File: src/core/ppo_pkg.sv
package ppo_pkg;

    // register map, byte addresses on a 32-bit wishbone port
    localparam int         ADDR_W       = 4;
    localparam logic [3:0] OFS_IO_CTRL  = 4'h0;
    localparam logic [3:0] OFS_MOD_CTRL = 4'h4;
    localparam logic [3:0] OFS_UNLOCK   = 4'h8;
    localparam logic [3:0] OFS_STATUS   = 4'hc;

    // pin i/o control word field positions
    localparam int IO_OWN_H   = 15;
    localparam int IO_OWN_L   = 14;
    localparam int IO_POL_H   = 13;
    localparam int IO_POL_L   = 12;
    localparam int IO_MODE_HI = 11;
    localparam int IO_MODE_LO = 10;
    localparam int IO_OVREN_H = 9;
    localparam int IO_OVREN_L = 8;
    localparam int IO_OVRD_HI = 7;
    localparam int IO_OVRD_LO = 6;
    localparam int IO_FLTD_HI = 5;
    localparam int IO_FLTD_LO = 4;
    localparam int IO_CLD_HI  = 3;
    localparam int IO_CLD_LO  = 2;

    localparam logic [15:0] IO_CTRL_RST  = 16'h0000;
    localparam logic [15:0] IO_CTRL_MASK = 16'hfffc;

    // module control word field positions
    localparam int         MC_ENABLE    = 0;
    localparam int         MC_FAULT_MODE_SELECT    = 1;
    localparam int         MC_CURRENT_LIMIT_MODE_SELECT     = 2;
    localparam int         MC_LOCK      = 3;
    localparam logic [3:0] MOD_CTRL_RST = 4'h0;

    // status word field positions
    localparam int ST_LOW_OUT  = 0;
    localparam int ST_HIGH_OUT = 1;
    localparam int ST_FAULT    = 2;
    localparam int ST_CLIM     = 3;
    localparam int ST_PHASE    = 4;
    localparam int ST_OPEN     = 5;
    localparam int ST_REFUSED  = 6;

    localparam logic [7:0] UNLOCK_KEY1 = 8'h55;
    localparam logic [7:0] UNLOCK_KEY2 = 8'haa;

    // pin index inside two-bit pin vectors
    localparam int PIN_LOW  = 0;
    localparam int PIN_HIGH = 1;

    typedef enum logic [1:0] {
        PPO_COMPLEMENTARY = 2'b00,
        PPO_REDUNDANT     = 2'b01,
        PPO_PUSH_PULL     = 2'b10,
        PPO_INDEPENDENT   = 2'b11
    } ppo_mode_t;

    typedef enum logic [1:0] {
        UNL_LOCKED,
        UNL_HALF,
        UNL_OPEN
    } ppo_unlock_t;

endpackage

File: src/core/ppo_pin_if.sv
interface ppo_pin_if;
    import ppo_pkg::*;

    ppo_mode_t  mode;
    logic       pushPhase;
    logic [1:0] genActive;
    logic [1:0] pairActive;
    logic [1:0] owner;
    logic [1:0] polarity;
    logic [1:0] ovrEnable;
    logic [1:0] ovrData;
    logic [1:0] faultData;
    logic [1:0] climData;
    logic       faultForce;
    logic       climForce;
    logic [1:0] gpioLevel;
    logic [1:0] pinLevel;

    modport ctrl (output mode, pushPhase, genActive, owner, polarity, ovrEnable, ovrData,
                  output faultData, climData, faultForce, climForce, gpioLevel, input pinLevel);
    modport pair (input mode, pushPhase, genActive, output pairActive);
    modport stage (input pairActive, owner, polarity, ovrEnable, ovrData, faultData, climData,
                   input faultForce, climForce, gpioLevel, output pinLevel);
endinterface

File: src/core/ppo_pair_map.sv
module ppo_pair_map
    import ppo_pkg::*;
(
    ppo_pin_if.pair pins   // mode and generator levels in, per-pin active levels out
);

    logic [1:0] act;

    // spread the generator levels over the pin pair, all in active terms
    always_comb begin
        act = 2'b00;
        unique case (pins.mode)
            PPO_COMPLEMENTARY: begin
                act[PIN_HIGH] = pins.genActive[PIN_HIGH];
                act[PIN_LOW]  = ~pins.genActive[PIN_HIGH];
            end
            PPO_REDUNDANT: begin
                act[PIN_HIGH] = pins.genActive[PIN_HIGH];
                act[PIN_LOW]  = pins.genActive[PIN_HIGH];
            end
            PPO_PUSH_PULL: begin
                // one pin per period, the other held inactive
                act[PIN_HIGH] = pins.genActive[PIN_HIGH] & ~pins.pushPhase;
                act[PIN_LOW]  = pins.genActive[PIN_HIGH] & pins.pushPhase;
            end
            PPO_INDEPENDENT: begin
                act = pins.genActive;
            end
        endcase
    end

    assign pins.pairActive = act;

endmodule

File: src/core/ppo_pin_stage.sv
module ppo_pin_stage
    import ppo_pkg::*;
(
    ppo_pin_if.stage pins   // per-pin configuration in, pin levels out
);

    // same logic for the low pin (index 0) and the high pin (index 1)
    for (genvar i = 0; i < 2; i++) begin : g_pin
        wire forcedAct;
        wire pinLvl;

        // fault outranks current limit, which outranks software override
        assign forcedAct = pins.faultForce ? pins.faultData[i] :
                           pins.climForce  ? pins.climData[i]  :
                           pins.ovrEnable[i] ? pins.ovrData[i] :
                           pins.pairActive[i];
        // forced values are active/inactive, inversion comes after them
        assign pinLvl = forcedAct ^ pins.polarity[i];
        assign pins.pinLevel[i] = pins.owner[i] ? pinLvl : pins.gpioLevel[i];
    end

endmodule

File: src/core/ppo_output_ctrl.sv
module ppo_output_ctrl
    import ppo_pkg::*;
(
    input  wire logic              clock,          // 100 MHz module clock
    input  wire logic              nrst,           // synchronous reset, active low
    input  wire logic              wb_cyc_i,       // wishbone cycle
    input  wire logic              wb_stb_i,       // wishbone strobe
    input  wire logic              wb_we_i,        // wishbone write enable
    input  wire logic [ADDR_W-1:0] wb_adr_i,       // wishbone byte address
    input  wire logic [3:0]        wb_sel_i,       // wishbone byte lanes
    input  wire logic [31:0]       wb_dat_i,       // wishbone write data
    output logic      [31:0]       wb_dat_o,       // wishbone read data
    output logic                   wb_ack_o,       // wishbone acknowledge
    input  wire logic              genHighActive,  // generator high-side active level
    input  wire logic              genLowActive,   // generator low-side active level
    input  wire logic              periodStart,    // generator period start pulse
    input  wire logic              faultActive,    // fault detector level
    input  wire logic              climActive,     // current-limit detector level
    input  wire logic              gpioHighLevel,  // gpio port level for high pin
    input  wire logic              gpioLowLevel,   // gpio port level for low pin
    output logic                   highSideOutput, // high-side pin
    output logic                   lowSideOutput,  // low-side pin
    output logic                   highPinOwned,   // high pin owned by pwm path
    output logic                   lowPinOwned     // low pin owned by pwm path
);

    // register state
    logic [15:0] ioCtrl_r;
    logic [15:0] ioCtrl_nxt;
    logic [3:0]  modCtrl_r;
    logic [3:0]  modCtrl_nxt;
    ppo_unlock_t unlock_r;
    ppo_unlock_t unlock_nxt;
    logic        refused_r;
    logic        refused_nxt;
    logic        phase_r;
    logic        phase_nxt;
    logic        ack_r;
    logic [31:0] rdData_r;
    logic        highOut_r;
    logic        lowOut_r;
    logic        highOwn_r;
    logic        lowOwn_r;

    ppo_pin_if pins ();

    // bus decode
    wire busReq  = wb_cyc_i & wb_stb_i & ~ack_r;
    wire wrReq   = busReq & wb_we_i;
    wire selIo   = (wb_adr_i == OFS_IO_CTRL);
    wire selMod  = (wb_adr_i == OFS_MOD_CTRL);
    wire selKey  = (wb_adr_i == OFS_UNLOCK);
    wire selStat = (wb_adr_i == OFS_STATUS);

    // write gating for the locked control word
    wire lockCfg    = modCtrl_r[MC_LOCK];
    wire isOpen     = (unlock_r == UNL_OPEN);
    wire ioWrTry    = wrReq & selIo & (wb_sel_i[1:0] != 2'b00);
    wire ioWrOk     = ioWrTry & (~lockCfg | isOpen);
    wire ioWrRefuse = ioWrTry & lockCfg & ~isOpen;
    wire modWr      = wrReq & selMod & wb_sel_i[0];
    wire keyWr      = wrReq & selKey & wb_sel_i[0];
    wire statWr     = wrReq & selStat & wb_sel_i[0];
    wire [7:0] key  = wb_dat_i[7:0];

    // control fields
    wire       globalEn = modCtrl_r[MC_ENABLE];
    wire       fltMode  = modCtrl_r[MC_FAULT_MODE_SELECT];
    wire       clMode   = modCtrl_r[MC_CURRENT_LIMIT_MODE_SELECT];
    wire [1:0] modeBits = ioCtrl_r[IO_MODE_HI:IO_MODE_LO];

    // byte-lane merge of the control word write
    wire [15:0] ioWrData = {wb_sel_i[1] ? wb_dat_i[15:8] : ioCtrl_r[15:8],
                            wb_sel_i[0] ? wb_dat_i[7:0]  : ioCtrl_r[7:0]};

    // the mode field is frozen while running: a change mid-run would
    // glitch the pair mapping, so software must not try it
    wire [15:0] modeKeep = 16'h0001 << IO_MODE_LO | 16'h0001 << IO_MODE_HI;
    wire [15:0] ioMerged = globalEn ? ((ioWrData & ~modeKeep) | (ioCtrl_r & modeKeep))
                                    : ioWrData;

    // next value of the control word
    always_comb begin
        ioCtrl_nxt = ioCtrl_r;
        if (ioWrOk) begin
            ioCtrl_nxt = ioMerged & IO_CTRL_MASK;
        end
    end

    // module control: the lock bit is sticky until reset
    always_comb begin
        modCtrl_nxt = modCtrl_r;
        if (modWr) begin
            modCtrl_nxt = wb_dat_i[3:0];
            modCtrl_nxt[MC_LOCK] = modCtrl_r[MC_LOCK] | wb_dat_i[MC_LOCK];
        end
    end

    // unlock sequence: two keys in a row open one control word write
    always_comb begin
        unlock_nxt = unlock_r;
        unique case (unlock_r)
            UNL_LOCKED: begin
                if (keyWr && key == UNLOCK_KEY1) begin
                    unlock_nxt = UNL_HALF;
                end
            end
            UNL_HALF: begin
                if (keyWr) begin
                    unlock_nxt = (key == UNLOCK_KEY2) ? UNL_OPEN : UNL_LOCKED;
                end
            end
            UNL_OPEN: begin
                // a single control write uses up the unlock
                if (ioWrTry) begin
                    unlock_nxt = UNL_LOCKED;
                end else if (keyWr) begin
                    unlock_nxt = (key == UNLOCK_KEY1) ? UNL_HALF : UNL_LOCKED;
                end
            end
            default: begin
                unlock_nxt = UNL_LOCKED;
            end
        endcase
    end

    // refused-write flag: a new refusal wins over a clear in the same cycle
    always_comb begin
        refused_nxt = refused_r;
        if (statWr && wb_dat_i[ST_REFUSED]) begin
            refused_nxt = 1'b0;
        end
        if (ioWrRefuse) begin
            refused_nxt = 1'b1;
        end
    end

    // push-pull phase flips each period while the module runs in push-pull mode
    always_comb begin
        phase_nxt = phase_r;
        if (!globalEn || modeBits != PPO_PUSH_PULL) begin
            phase_nxt = 1'b0;
        end else if (periodStart) begin
            phase_nxt = ~phase_r;
        end
    end

    // pin path configuration
    assign pins.mode       = ppo_mode_t'(modeBits);
    assign pins.pushPhase  = phase_r;
    assign pins.genActive  = {genHighActive, genLowActive};
    assign pins.owner      = {ioCtrl_r[IO_OWN_H], ioCtrl_r[IO_OWN_L]};
    assign pins.polarity   = {ioCtrl_r[IO_POL_H], ioCtrl_r[IO_POL_L]};
    assign pins.ovrEnable  = {ioCtrl_r[IO_OVREN_H], ioCtrl_r[IO_OVREN_L]};
    assign pins.ovrData    = ioCtrl_r[IO_OVRD_HI:IO_OVRD_LO];
    assign pins.faultData  = ioCtrl_r[IO_FLTD_HI:IO_FLTD_LO];
    assign pins.climData   = ioCtrl_r[IO_CLD_HI:IO_CLD_LO];
    assign pins.gpioLevel  = {gpioHighLevel, gpioLowLevel};

    // forcing conditions only count when their mode is selected
    assign pins.faultForce = faultActive & fltMode;
    assign pins.climForce  = climActive & clMode;

    ppo_pair_map u_pair (
        .pins (pins)
    );

    ppo_pin_stage u_stage (
        .pins (pins)
    );

    // read data selection, unmapped addresses read as zero
    wire [31:0] statWord = {25'h0000000, refused_r, isOpen, phase_r,
                            pins.climForce, pins.faultForce, highOut_r, lowOut_r};
    wire [31:0] rdMux = selIo   ? {16'h0000, ioCtrl_r} :
                        selMod  ? {28'h0000000, modCtrl_r} :
                        selStat ? statWord :
                        32'h00000000;

    // register file and bus answer
    always_ff @(posedge clock) begin
        if (!nrst) begin
            ioCtrl_r  <= IO_CTRL_RST;
            modCtrl_r <= MOD_CTRL_RST;
            unlock_r  <= UNL_LOCKED;
            refused_r <= 1'b0;
            phase_r   <= 1'b0;
        end else begin
            ioCtrl_r  <= ioCtrl_nxt;
            modCtrl_r <= modCtrl_nxt;
            unlock_r  <= unlock_nxt;
            refused_r <= refused_nxt;
            phase_r   <= phase_nxt;
        end
    end

    // one wait state; every address answers, so the master never hangs
    always_ff @(posedge clock) begin
        if (!nrst) begin
            ack_r    <= 1'b0;
            rdData_r <= 32'h00000000;
        end else begin
            ack_r    <= busReq;
            rdData_r <= (busReq && !wb_we_i) ? rdMux : 32'h00000000;
        end
    end

    // pin outputs registered so the power stage sees no decode glitches
    always_ff @(posedge clock) begin
        if (!nrst) begin
            highOut_r <= 1'b0;
            lowOut_r  <= 1'b0;
            highOwn_r <= 1'b0;
            lowOwn_r  <= 1'b0;
        end else begin
            highOut_r <= pins.pinLevel[PIN_HIGH];
            lowOut_r  <= pins.pinLevel[PIN_LOW];
            highOwn_r <= pins.owner[PIN_HIGH];
            lowOwn_r  <= pins.owner[PIN_LOW];
        end
    end

    assign wb_ack_o       = ack_r;
    assign wb_dat_o       = rdData_r;
    assign highSideOutput = highOut_r;
    assign lowSideOutput  = lowOut_r;
    assign highPinOwned   = highOwn_r;
    assign lowPinOwned    = lowOwn_r;

endmodule

File: config.mk
export PLATFORM = sky130hd
export DESIGN_NAME = ppo_output_ctrl
export DESIGN_NICKNAME = d
export VERILOG_FILES = /design/src/core/ppo_pkg.sv /design/src/core/ppo_pin_if.sv /design/src/core/ppo_pair_map.sv /design/src/core/ppo_pin_stage.sv /design/src/core/ppo_output_ctrl.sv
export SDC_FILE = /design/constraint.sdc
export NUM_CORES = 1
export LEC_CHECK = 0
export ABC_CLOCK_PERIOD_IN_PS = 2500
export BUFFER_PORTS_ARGS = -buffer_cell sky130_fd_sc_hd__buf_2
export CAP_MARGIN = 40
export CORE_ASPECT_RATIO = 0.9
export CORE_UTILIZATION = 44
export CTS_BUF_LIST = sky130_fd_sc_hd__clkbuf_4 sky130_fd_sc_hd__clkbuf_8
export DETAILED_ROUTE_END_ITERATION = 8
export PLACE_DENSITY_LB_ADDON = 0.3
export SETUP_SLACK_MARGIN = 0.05
export SLEW_MARGIN = 20
export SYNTH_ARGS = -nofsm -noshare
export SYNTH_HDL_FRONTEND = slang
export SYNTH_SLANG_ARGS = --single-unit
File: constraint.sdc
create_clock -name clock -period 2.5 [get_ports clock]
set_input_delay 0.5 -clock clock [delete_from_list [all_inputs] [get_ports clock]]
set_output_delay 0.5 -clock clock [all_outputs]
set_load 0.02 [all_outputs]
==> metrics.md, run 1 <==
| Metric | Value |
|---|---|
| Overall routing resource usage | between 15 and 20% |
| Final HPWL DP | 3290 um |
| Starting DRC count in detailed routing | 191 |
| Crit path buf inv count | 1 |
| Wire per inst | about 13 um |
| Final ANT Viol Nets | 0 |
| Post-synthesis adder-cell area fraction | 0% |
| Area share of and/or/nand/nor cells after synthesis | 23.7% |
| Starting density of the core | 46.5% |
| Clk Latency, worst-skew pair | 0.30 ns |
| Post-CTS Resized | 0 |
| Cell leakage power | 0.972 nW |
| DIE HEIGHT | approximately 65 um |
| Post-synth cell types | 44 |
| Register area | 861 um2 |
| Critical path cell sequence | buf_2 -> or4_4 -> a2111o_1 -> o21ai_0 -> a21oi_1 |
| Placed Area | 0.00223 mm2 |
| Gate Count Post-Synth | 206 |
| Largest fanout on the critical path | 9 |
| RSZ-0062 raised after global routing | false |
| Site Rows | 22 |
| # hold bufs at CTS | 0 |
| Largest family of logic cells by synthesized area | simple AND/OR/NAND/NOR gates |
| Post-Syn Area | 0.00193 mm2 |
| Area used by multi-input combinational logic | about 950 um2 |
| Post-synth ARST share | 0% |
| Least-Margin Pin Slew | about 0.53 ns |
| Post-route DRC | 0 |
| Clock skew | approximately 0.0046 ns |
| Layout filler cell count | 398 |
| EDFF count, synth | 0 |
| Io pins | 89 |
| Power Density | approximately 530 mW/mm2 |
| Placed Cells incl. Taps | 319 |
| Initial antenna violation count | 0 |
| Nets | 318 |
| Outcome | complete, no violations |
| # setup viols final | 0 |
| CTS tree | yes |
| Total CTS buffers | 5 |
| Endpoint type of the worst setup path | register |
| Area growth syn-to-layout | 19.7% |
| Htree depth | 2 |
| Clk root buf | clkbuf_8 |
| Global route total overflow | 0 |
| Pre-CTS setup slack | 0.309 ns |
| Drt first pass iters | 4 |
| Critical path launch point type | input port |
| IO buf count | 54 |
| Worst min path class | in2reg |
| Routed via count | around 1700 |
| Cell family with the largest share of critical-path delay | compound AO/OA/AOI/OAI gates |
| Xor and xnor area share after synthesis | less than 1% |
| VDD IR max | 0.249 mV |
| Fin. Hold Viols | 0 |
| Antenna Cells | 0 |
| GP Congestion | ~0.9 |
| Post-layout util | 55.7% |
| Largest net degree at the start of global routing | 20 |
| Worst Path Arrival | 2.06 ns |
| Final hold slack | 0.435 ns |
| Vias in the first global route | 1478 |
| Slew Limit Fails | 0 |
| Prevailing post-synth register cell | dfxtp_1 |
| Clk sink count | 43 |
| Non-Filler Instances | 327 |
| Setup_tns | 0 ns |
| Vias per cell | 5.17 |
| Number of setup buffers added after CTS | 0 |
| CTS clk-pin slew, worst paths | 0.07 ns |
| Multiplexer share of the synthesized area | 4.66% |
| Final instance area | ~0.0023 mm2 |
| FMAX | 0.533 GHz |
| Slew Limit Headroom | 64.4% |
| Crit path kind | in2reg |
| Syn avg cell area | 9.38 um2 |
| Slowest-stage cell, CP | or4_4 |
| Routed wire length | approximately 4300 um |
| Clock tree buffer depth | 2 |
| Synth Area in Compound Gates | roughly 17% |
| Die width | 71.9 um |
| Synth Register Bits | 43 |
| First-pass GRT wire length | 6960 um |
| Final setup margin | around 0.62 ns |
| Die ar. | 0.00466 mm2 |
| Total power | around 1.2 mW |
| Total of max-cap violations | 0 |
| Period utilization | approximately three quarters |
| Post-synthesis sequential area ratio | 44.5% |
| Core box area | just over 0.004 mm2 |
| Min Clock Period, post-route | about 1.9 ns |
| Ys Warns | 0 |
| WP data required | 2.68 ns |
| Largest stage delay, worst path | 0.62 ns |
| Layout cells sized above 1 | 27.3% |
[worst min-delay path, delay by kind of cell]
family / cells / cell delay (ns)
buf+inv: 1 / 0.09
simple gates: 1 / 0.04
compound gates: 1 / 0.05
[cell usage after synthesis (all sizes together), types with 2 or more instances]
| cell | instances | area, um2 |
|---|---|---|
| buf | 17 | 131 |
| nor4b | 3 | 26.3 |
| a21oi | 8 | 40.0 |
| nand4 | 2 | 12.5 |
| nor3 | 2 | 10.0 |
| nand4b | 4 | 35.0 |
| and4b | 2 | 20.0 |
| a32oi | 3 | 26.3 |
| a32o | 2 | 20.0 |
| nand3b | 2 | 15.0 |
| clkbuf | 4 | 15.0 |
| a22oi | 3 | 22.5 |
| nand2 | 18 | 67.6 |
| xnor2 | 2 | 17.5 |
| a2111oi | 2 | 55.1 |
| nand3 | 7 | 35.0 |
| inv | 8 | 30.0 |
| mux2i | 9 | 90.1 |
| and2 | 9 | 56.3 |
| nor4bb | 4 | 40.0 |
| dfxtp | 43 | 861 |
| a22o | 2 | 17.5 |
| o21ai | 10 | 50.1 |
| nor4 | 2 | 12.5 |
| nor2 | 20 | 75.1 |
[registers in the layout, indices dropped and copies added, names as in the netlist]
signal and count:
lowPinOwned 1, highSideOutput 1, ioCtrl_r 14, wb_ack_o 1
lowSideOutput 1, unlock_r 2, modCtrl_r 4, phase_r 1
highPinOwned 1, wb_dat_o 16, refused_r 1
[where the power goes]
part	total (mW)	internal, mW	leakage (nW)	switching, mW
clock network	0.438	0.206	0.0446	0.232
logic	0.105	0.0365	0.581	0.0688
registers	0.689	0.687	0.347	0.00213
[layout make-up]
type | instances | area share (%)
sequential | 43 | 37.2
timing repair buffer | 59 | 13.3
clock buffer | 6 | 3.30
inverter | 8 | 1.30
multi-input combinational | 149 | 41.1
tap | 60 | 3.24
clock inverter | 2 | 0.541
[layer usage]
metal | share of wire, % | up-vias | global-route usage (%)
li1 | - | 829 | -
met1 | 45 | 779 | 26.4
met2 | 45 | 74 | 29.8
met3 | 7.9 | 9 | 4.98
met4 | 1.9 | 0 | 8.33
met5 | 0 | - | 0
[path summary, 6_finish.rpt]
| kind | startpoint | to | slack, ns | cells past startpoint |
|---|---|---|---|---|
| max | wb_adr_i[1] | ioCtrl_r[10] | 0.62 | 5 |
| min | wb_dat_i[9] | ioCtrl_r[9] | 0.44 | 3 |
| max reg2reg | unlock_r[1] | ioCtrl_r[10] | 0.72 | 4 |
| min reg2reg | ioCtrl_r[12] | ioCtrl_r[12] | 0.47 | 2 |
[logic make-up (layout without fill, tap and decap cells)]
logic type | count (synthesis) | after routing
AND/OR/NAND/NOR | 82 | 82
XOR/XNOR | 2 | 2
buffers and inverters | 29 | 75
multiplexers | 9 | 9
other | 1 | 16
flip-flops | 43 | 43
AO/OA/AOI/OAI | 40 | 40
[layout by cell type, fill, tap and decap left out, types with 2 or more instances in the layout]
cell and instances:
nand4_1 2, buf_4 5, inv_1 8, nand3b_1 2
a21oi_1 8, and2_1 9, mux2i_1 9, a32oi_1 3
o21ai_0 10, nand4b_1 4, nor4_1 2, clkbuf_8 5
and4b_1 2, dfxtp_1 43, a22oi_1 3, nand2_1 18
a22o_1 2, a2111oi_4 2, buf_2 54, nor3_1 2
xnor2_1 2, nor4bb_1 4, nand3_1 7, conb_1 16
nor4b_1 3, a32o_1 2, nor2_1 20
Power figures use the tool's default switching activity.
==> run 2, diff against run 1 <==
Settings changed: ABC_AREA from default to 1, ABC_CLOCK_PERIOD_IN_PS 2500 to 1800.
Clock period 2.5 ns to 1.8 ns, I/O delays scaled along.
==> metrics.md, run 2 <==
| Metric | Value |
|---|---|
| Final ANT Viol Nets | 0 |
| Io pins | 89 |
| Non-Filler Instances | 382 |
| Cell accounting for the most synthesized area | dfxtp_1 |
| Routed wire length | 4080 um |
| Clock skew | 0.00293 ns |
| Drt first pass iters | 4 |
| Endpoint type of the worst setup path | register |
| Post-synth ARST share | 0% |
| Vias in the first global route | 1509 |
| Global route total overflow | 0 |
| Post-route DRC | 0 |
| Total CTS buffers | 5 |
| Ys Warns | 0 |
| Die ar. | 0.00468 mm2 |
| Path depth of the worst reg2reg path | 7 |
| Clk sink count | 43 |
| FMAX | 0.697 GHz |
| Crit Reg-Reg Startpoint | unlock_r[1] |
| # setup viols final | 0 |
| Nets | 373 |
| CP startpoint | unlock_r[1] |
| VDD IR max | roughly 0.44 mV |
| CP endpoint | ioCtrl_r[2] |
| Reg2Reg Setup Slack | 0.36 ns |
| Min Clock Period, post-route | 1.44 ns |
| Clk root buf | clkbuf_8 |
| Slew Limit Fails | 0 |
| Vias per cell | 4.61 |
| Commonest non-fill, non-tap cell in the layout | buf_2 |
| Largest fanout on the critical path | 12 |
| Die width | 72.0 um |
| Max reg flops | 16 |
| Initial antenna violation count | 0 |
| Period utilization | between 70% and 80% |
| CTS clk-pin slew, worst paths | 0.08 ns |
| Critical path launch point type | register |
| Clock tree buffer depth | 2 |
| Synth top area share | approximately 44% |
| Starting DRC count in detailed routing | 118 |
| Post-synth cell types | 26 |
| First-pass GRT wire length | between 6000 and 7000 um |
| Worst min path class | in2reg |
| Post-Syn Area | 0.00194 mm2 |
| Top-count cell post-synth | dfxtp_1 |
| CTS tree | yes |
| FF-to-FF End | ioCtrl_r[2] |
| Area growth syn-to-layout | 18.6% |
| Layout filler cell count | 419 |
| Gate Count Post-Synth | 265 |
| Worst Path Arrival | 1.61 ns |
| Power Density | roughly 800 mW/mm2 |
| Final hold slack | 0.300 ns |
| Wire per inst | 10.7 um |
| Final HPWL DP | between 3000 and 4000 um |
| Clk Latency, worst-skew pair | a little under 0.3 ns |
| Site Rows | 22 |
| Most frequent cells in the layout | buf_2 (54), dfxtp_1 (43), inv_1 (42), nand2_1 (40), nor2_1 (28) |
| Outcome | complete, no violations |
| # hold bufs at CTS | 0 |
| Htree depth | 2 |
| Number of setup buffers added after CTS | 0 |
| Starting density of the core | 46.7% |
| EDFF count, synth | 0 |
| Total of max-cap violations | 0 |
| Synth Register Bits | 43 |
| Prevailing post-synth register cell | dfxtp_1 |
| Routed via count | 1761 |
| Top post-synthesis cells by count | dfxtp_1 (43), inv_1 (42), nand2_1 (40) |
| Overall routing resource usage | a little under a fifth |
| RSZ-0062 raised after global routing | false |
| Cell leakage power | 1.11 nW |
| Post-CTS Resized | 0 |
| Post-synthesis sequential area ratio | 44.3% |
| IO buf count | 54 |
| DIE HEIGHT | roughly 65 um |
| Antenna Cells | 0 |
| Layout cells sized above 1 | 23.9% |
| GP Congestion | 0.868 |
| WP data required | 1.98 ns |
| Ranking of synthesized cells by area | dfxtp_1 (44%), inv_1 (8.1%), nand2_1 (7.7%), a21oi_1 (6.4%), buf_4 (6.2%) |
| Crit path kind | reg2reg |
| Largest net degree at the start of global routing | 22 |
| Setup_tns | 0 ns |
| Syn avg cell area | 7.33 um2 |
| Core box area | between 0.004 and 0.005 mm2 |
| Placed Cells incl. Taps | 374 |
| Fin. Hold Viols | 0 |
-- run 2: cell types whose count changed in the layout (fill, tap and decap cells not counted), moves of 4 or more --
cell      previous run  this run
nor4bb_1             4         0
a21oi_1              8        25
nand4b_1             4         0
buf_4                5         1
nor2_2               0         5
inv_1                8        42
o21ai_1              0         7
o21ai_0             10        15
and2_1               9         0
nand2_1             18        40
mux2i_1              9         0
nand3_1              7        20
nor2_1              20        28
-- run 2: critical path, cell delays in order (launching register included) --
cell and delay [ns]:
dfxtp_1 0.35, inv_1 0.08, nor2_2 0.13, inv_1 0.09, nand2_1 0.13, nand3_2 0.23
o21ai_0 0.26, a21oi_1 0.06
-- run 2: worst min-delay path by stage --
stage	slack, ns	to	from	cells past startpoint
after global placement	0.45	lowPinOwned	ioCtrl_r[14]	2
after detailed placement	0.45	lowPinOwned	ioCtrl_r[14]	2
final	0.30	ioCtrl_r[10]	wb_dat_i[10]	3
after CTS	0.30	ioCtrl_r[10]	wb_dat_i[10]	3
after global routing	0.33	lowSideOutput	gpioLowLevel	3
after floorplan	0.43	highPinOwned	ioCtrl_r[15]	2
-- run 2: kinds of logic after synthesis --
logic type                synth area share, %
and+or+nand+nor                          23.3
buffers and inverters                    17.1
AOI/OAI and AO/OA                        14.6
DFF                                      44.3
xor gates and xnor gates                0.451
other                                   0.193
-- run 2: area by class of cell --
class,count,area (um2),area share [%]
clock buffers,5,68.8,2.99
clock inverters,3,43.8,1.90
inverters,45,170,7.39
multi-input cells,171,806,35.0
flip-flops and latches,43,861,37.4
well taps,60,75.1,3.26
repair buffers,55,278,12.1
-- run 2: power by group --
| part | leakage [nW] | internal, mW | switching (mW) |
|---|---|---|---|
| logic | 0.700 | 0.0473 | 0.0954 |
| clock network | 0.0581 | 0.413 | 0.325 |
| registers | 0.347 | 0.955 | 0.00346 |
| total | 1.11 | 1.41 | 0.424 |
-- run 2: metrics by stage --
stage / power [mW] / util [%] / setup WS (ns) / instance area [um2]
after floorplan: 1.09 / - / 0.542 / 2000
after global placement: 1.12 / 52.7 / 0.240 / 2190
after detailed placement: 1.12 / 52.7 / 0.202 / 2190
after CTS: 1.85 / 55.4 / 0.369 / 2300
after global routing: 1.91 / 55.4 / 0.141 / 2300
final: 1.84 / 55.4 / 0.365 / 2300
-- run 2: routing by layer --
layer	GRT usage, %	routed length, um	vias to the layer above
met3	3.73	273	5
met2	30.5	1790	68
met1	25.0	1970	772
met5	0	0	-
met4	8.09	48	0
li1	-	-	916
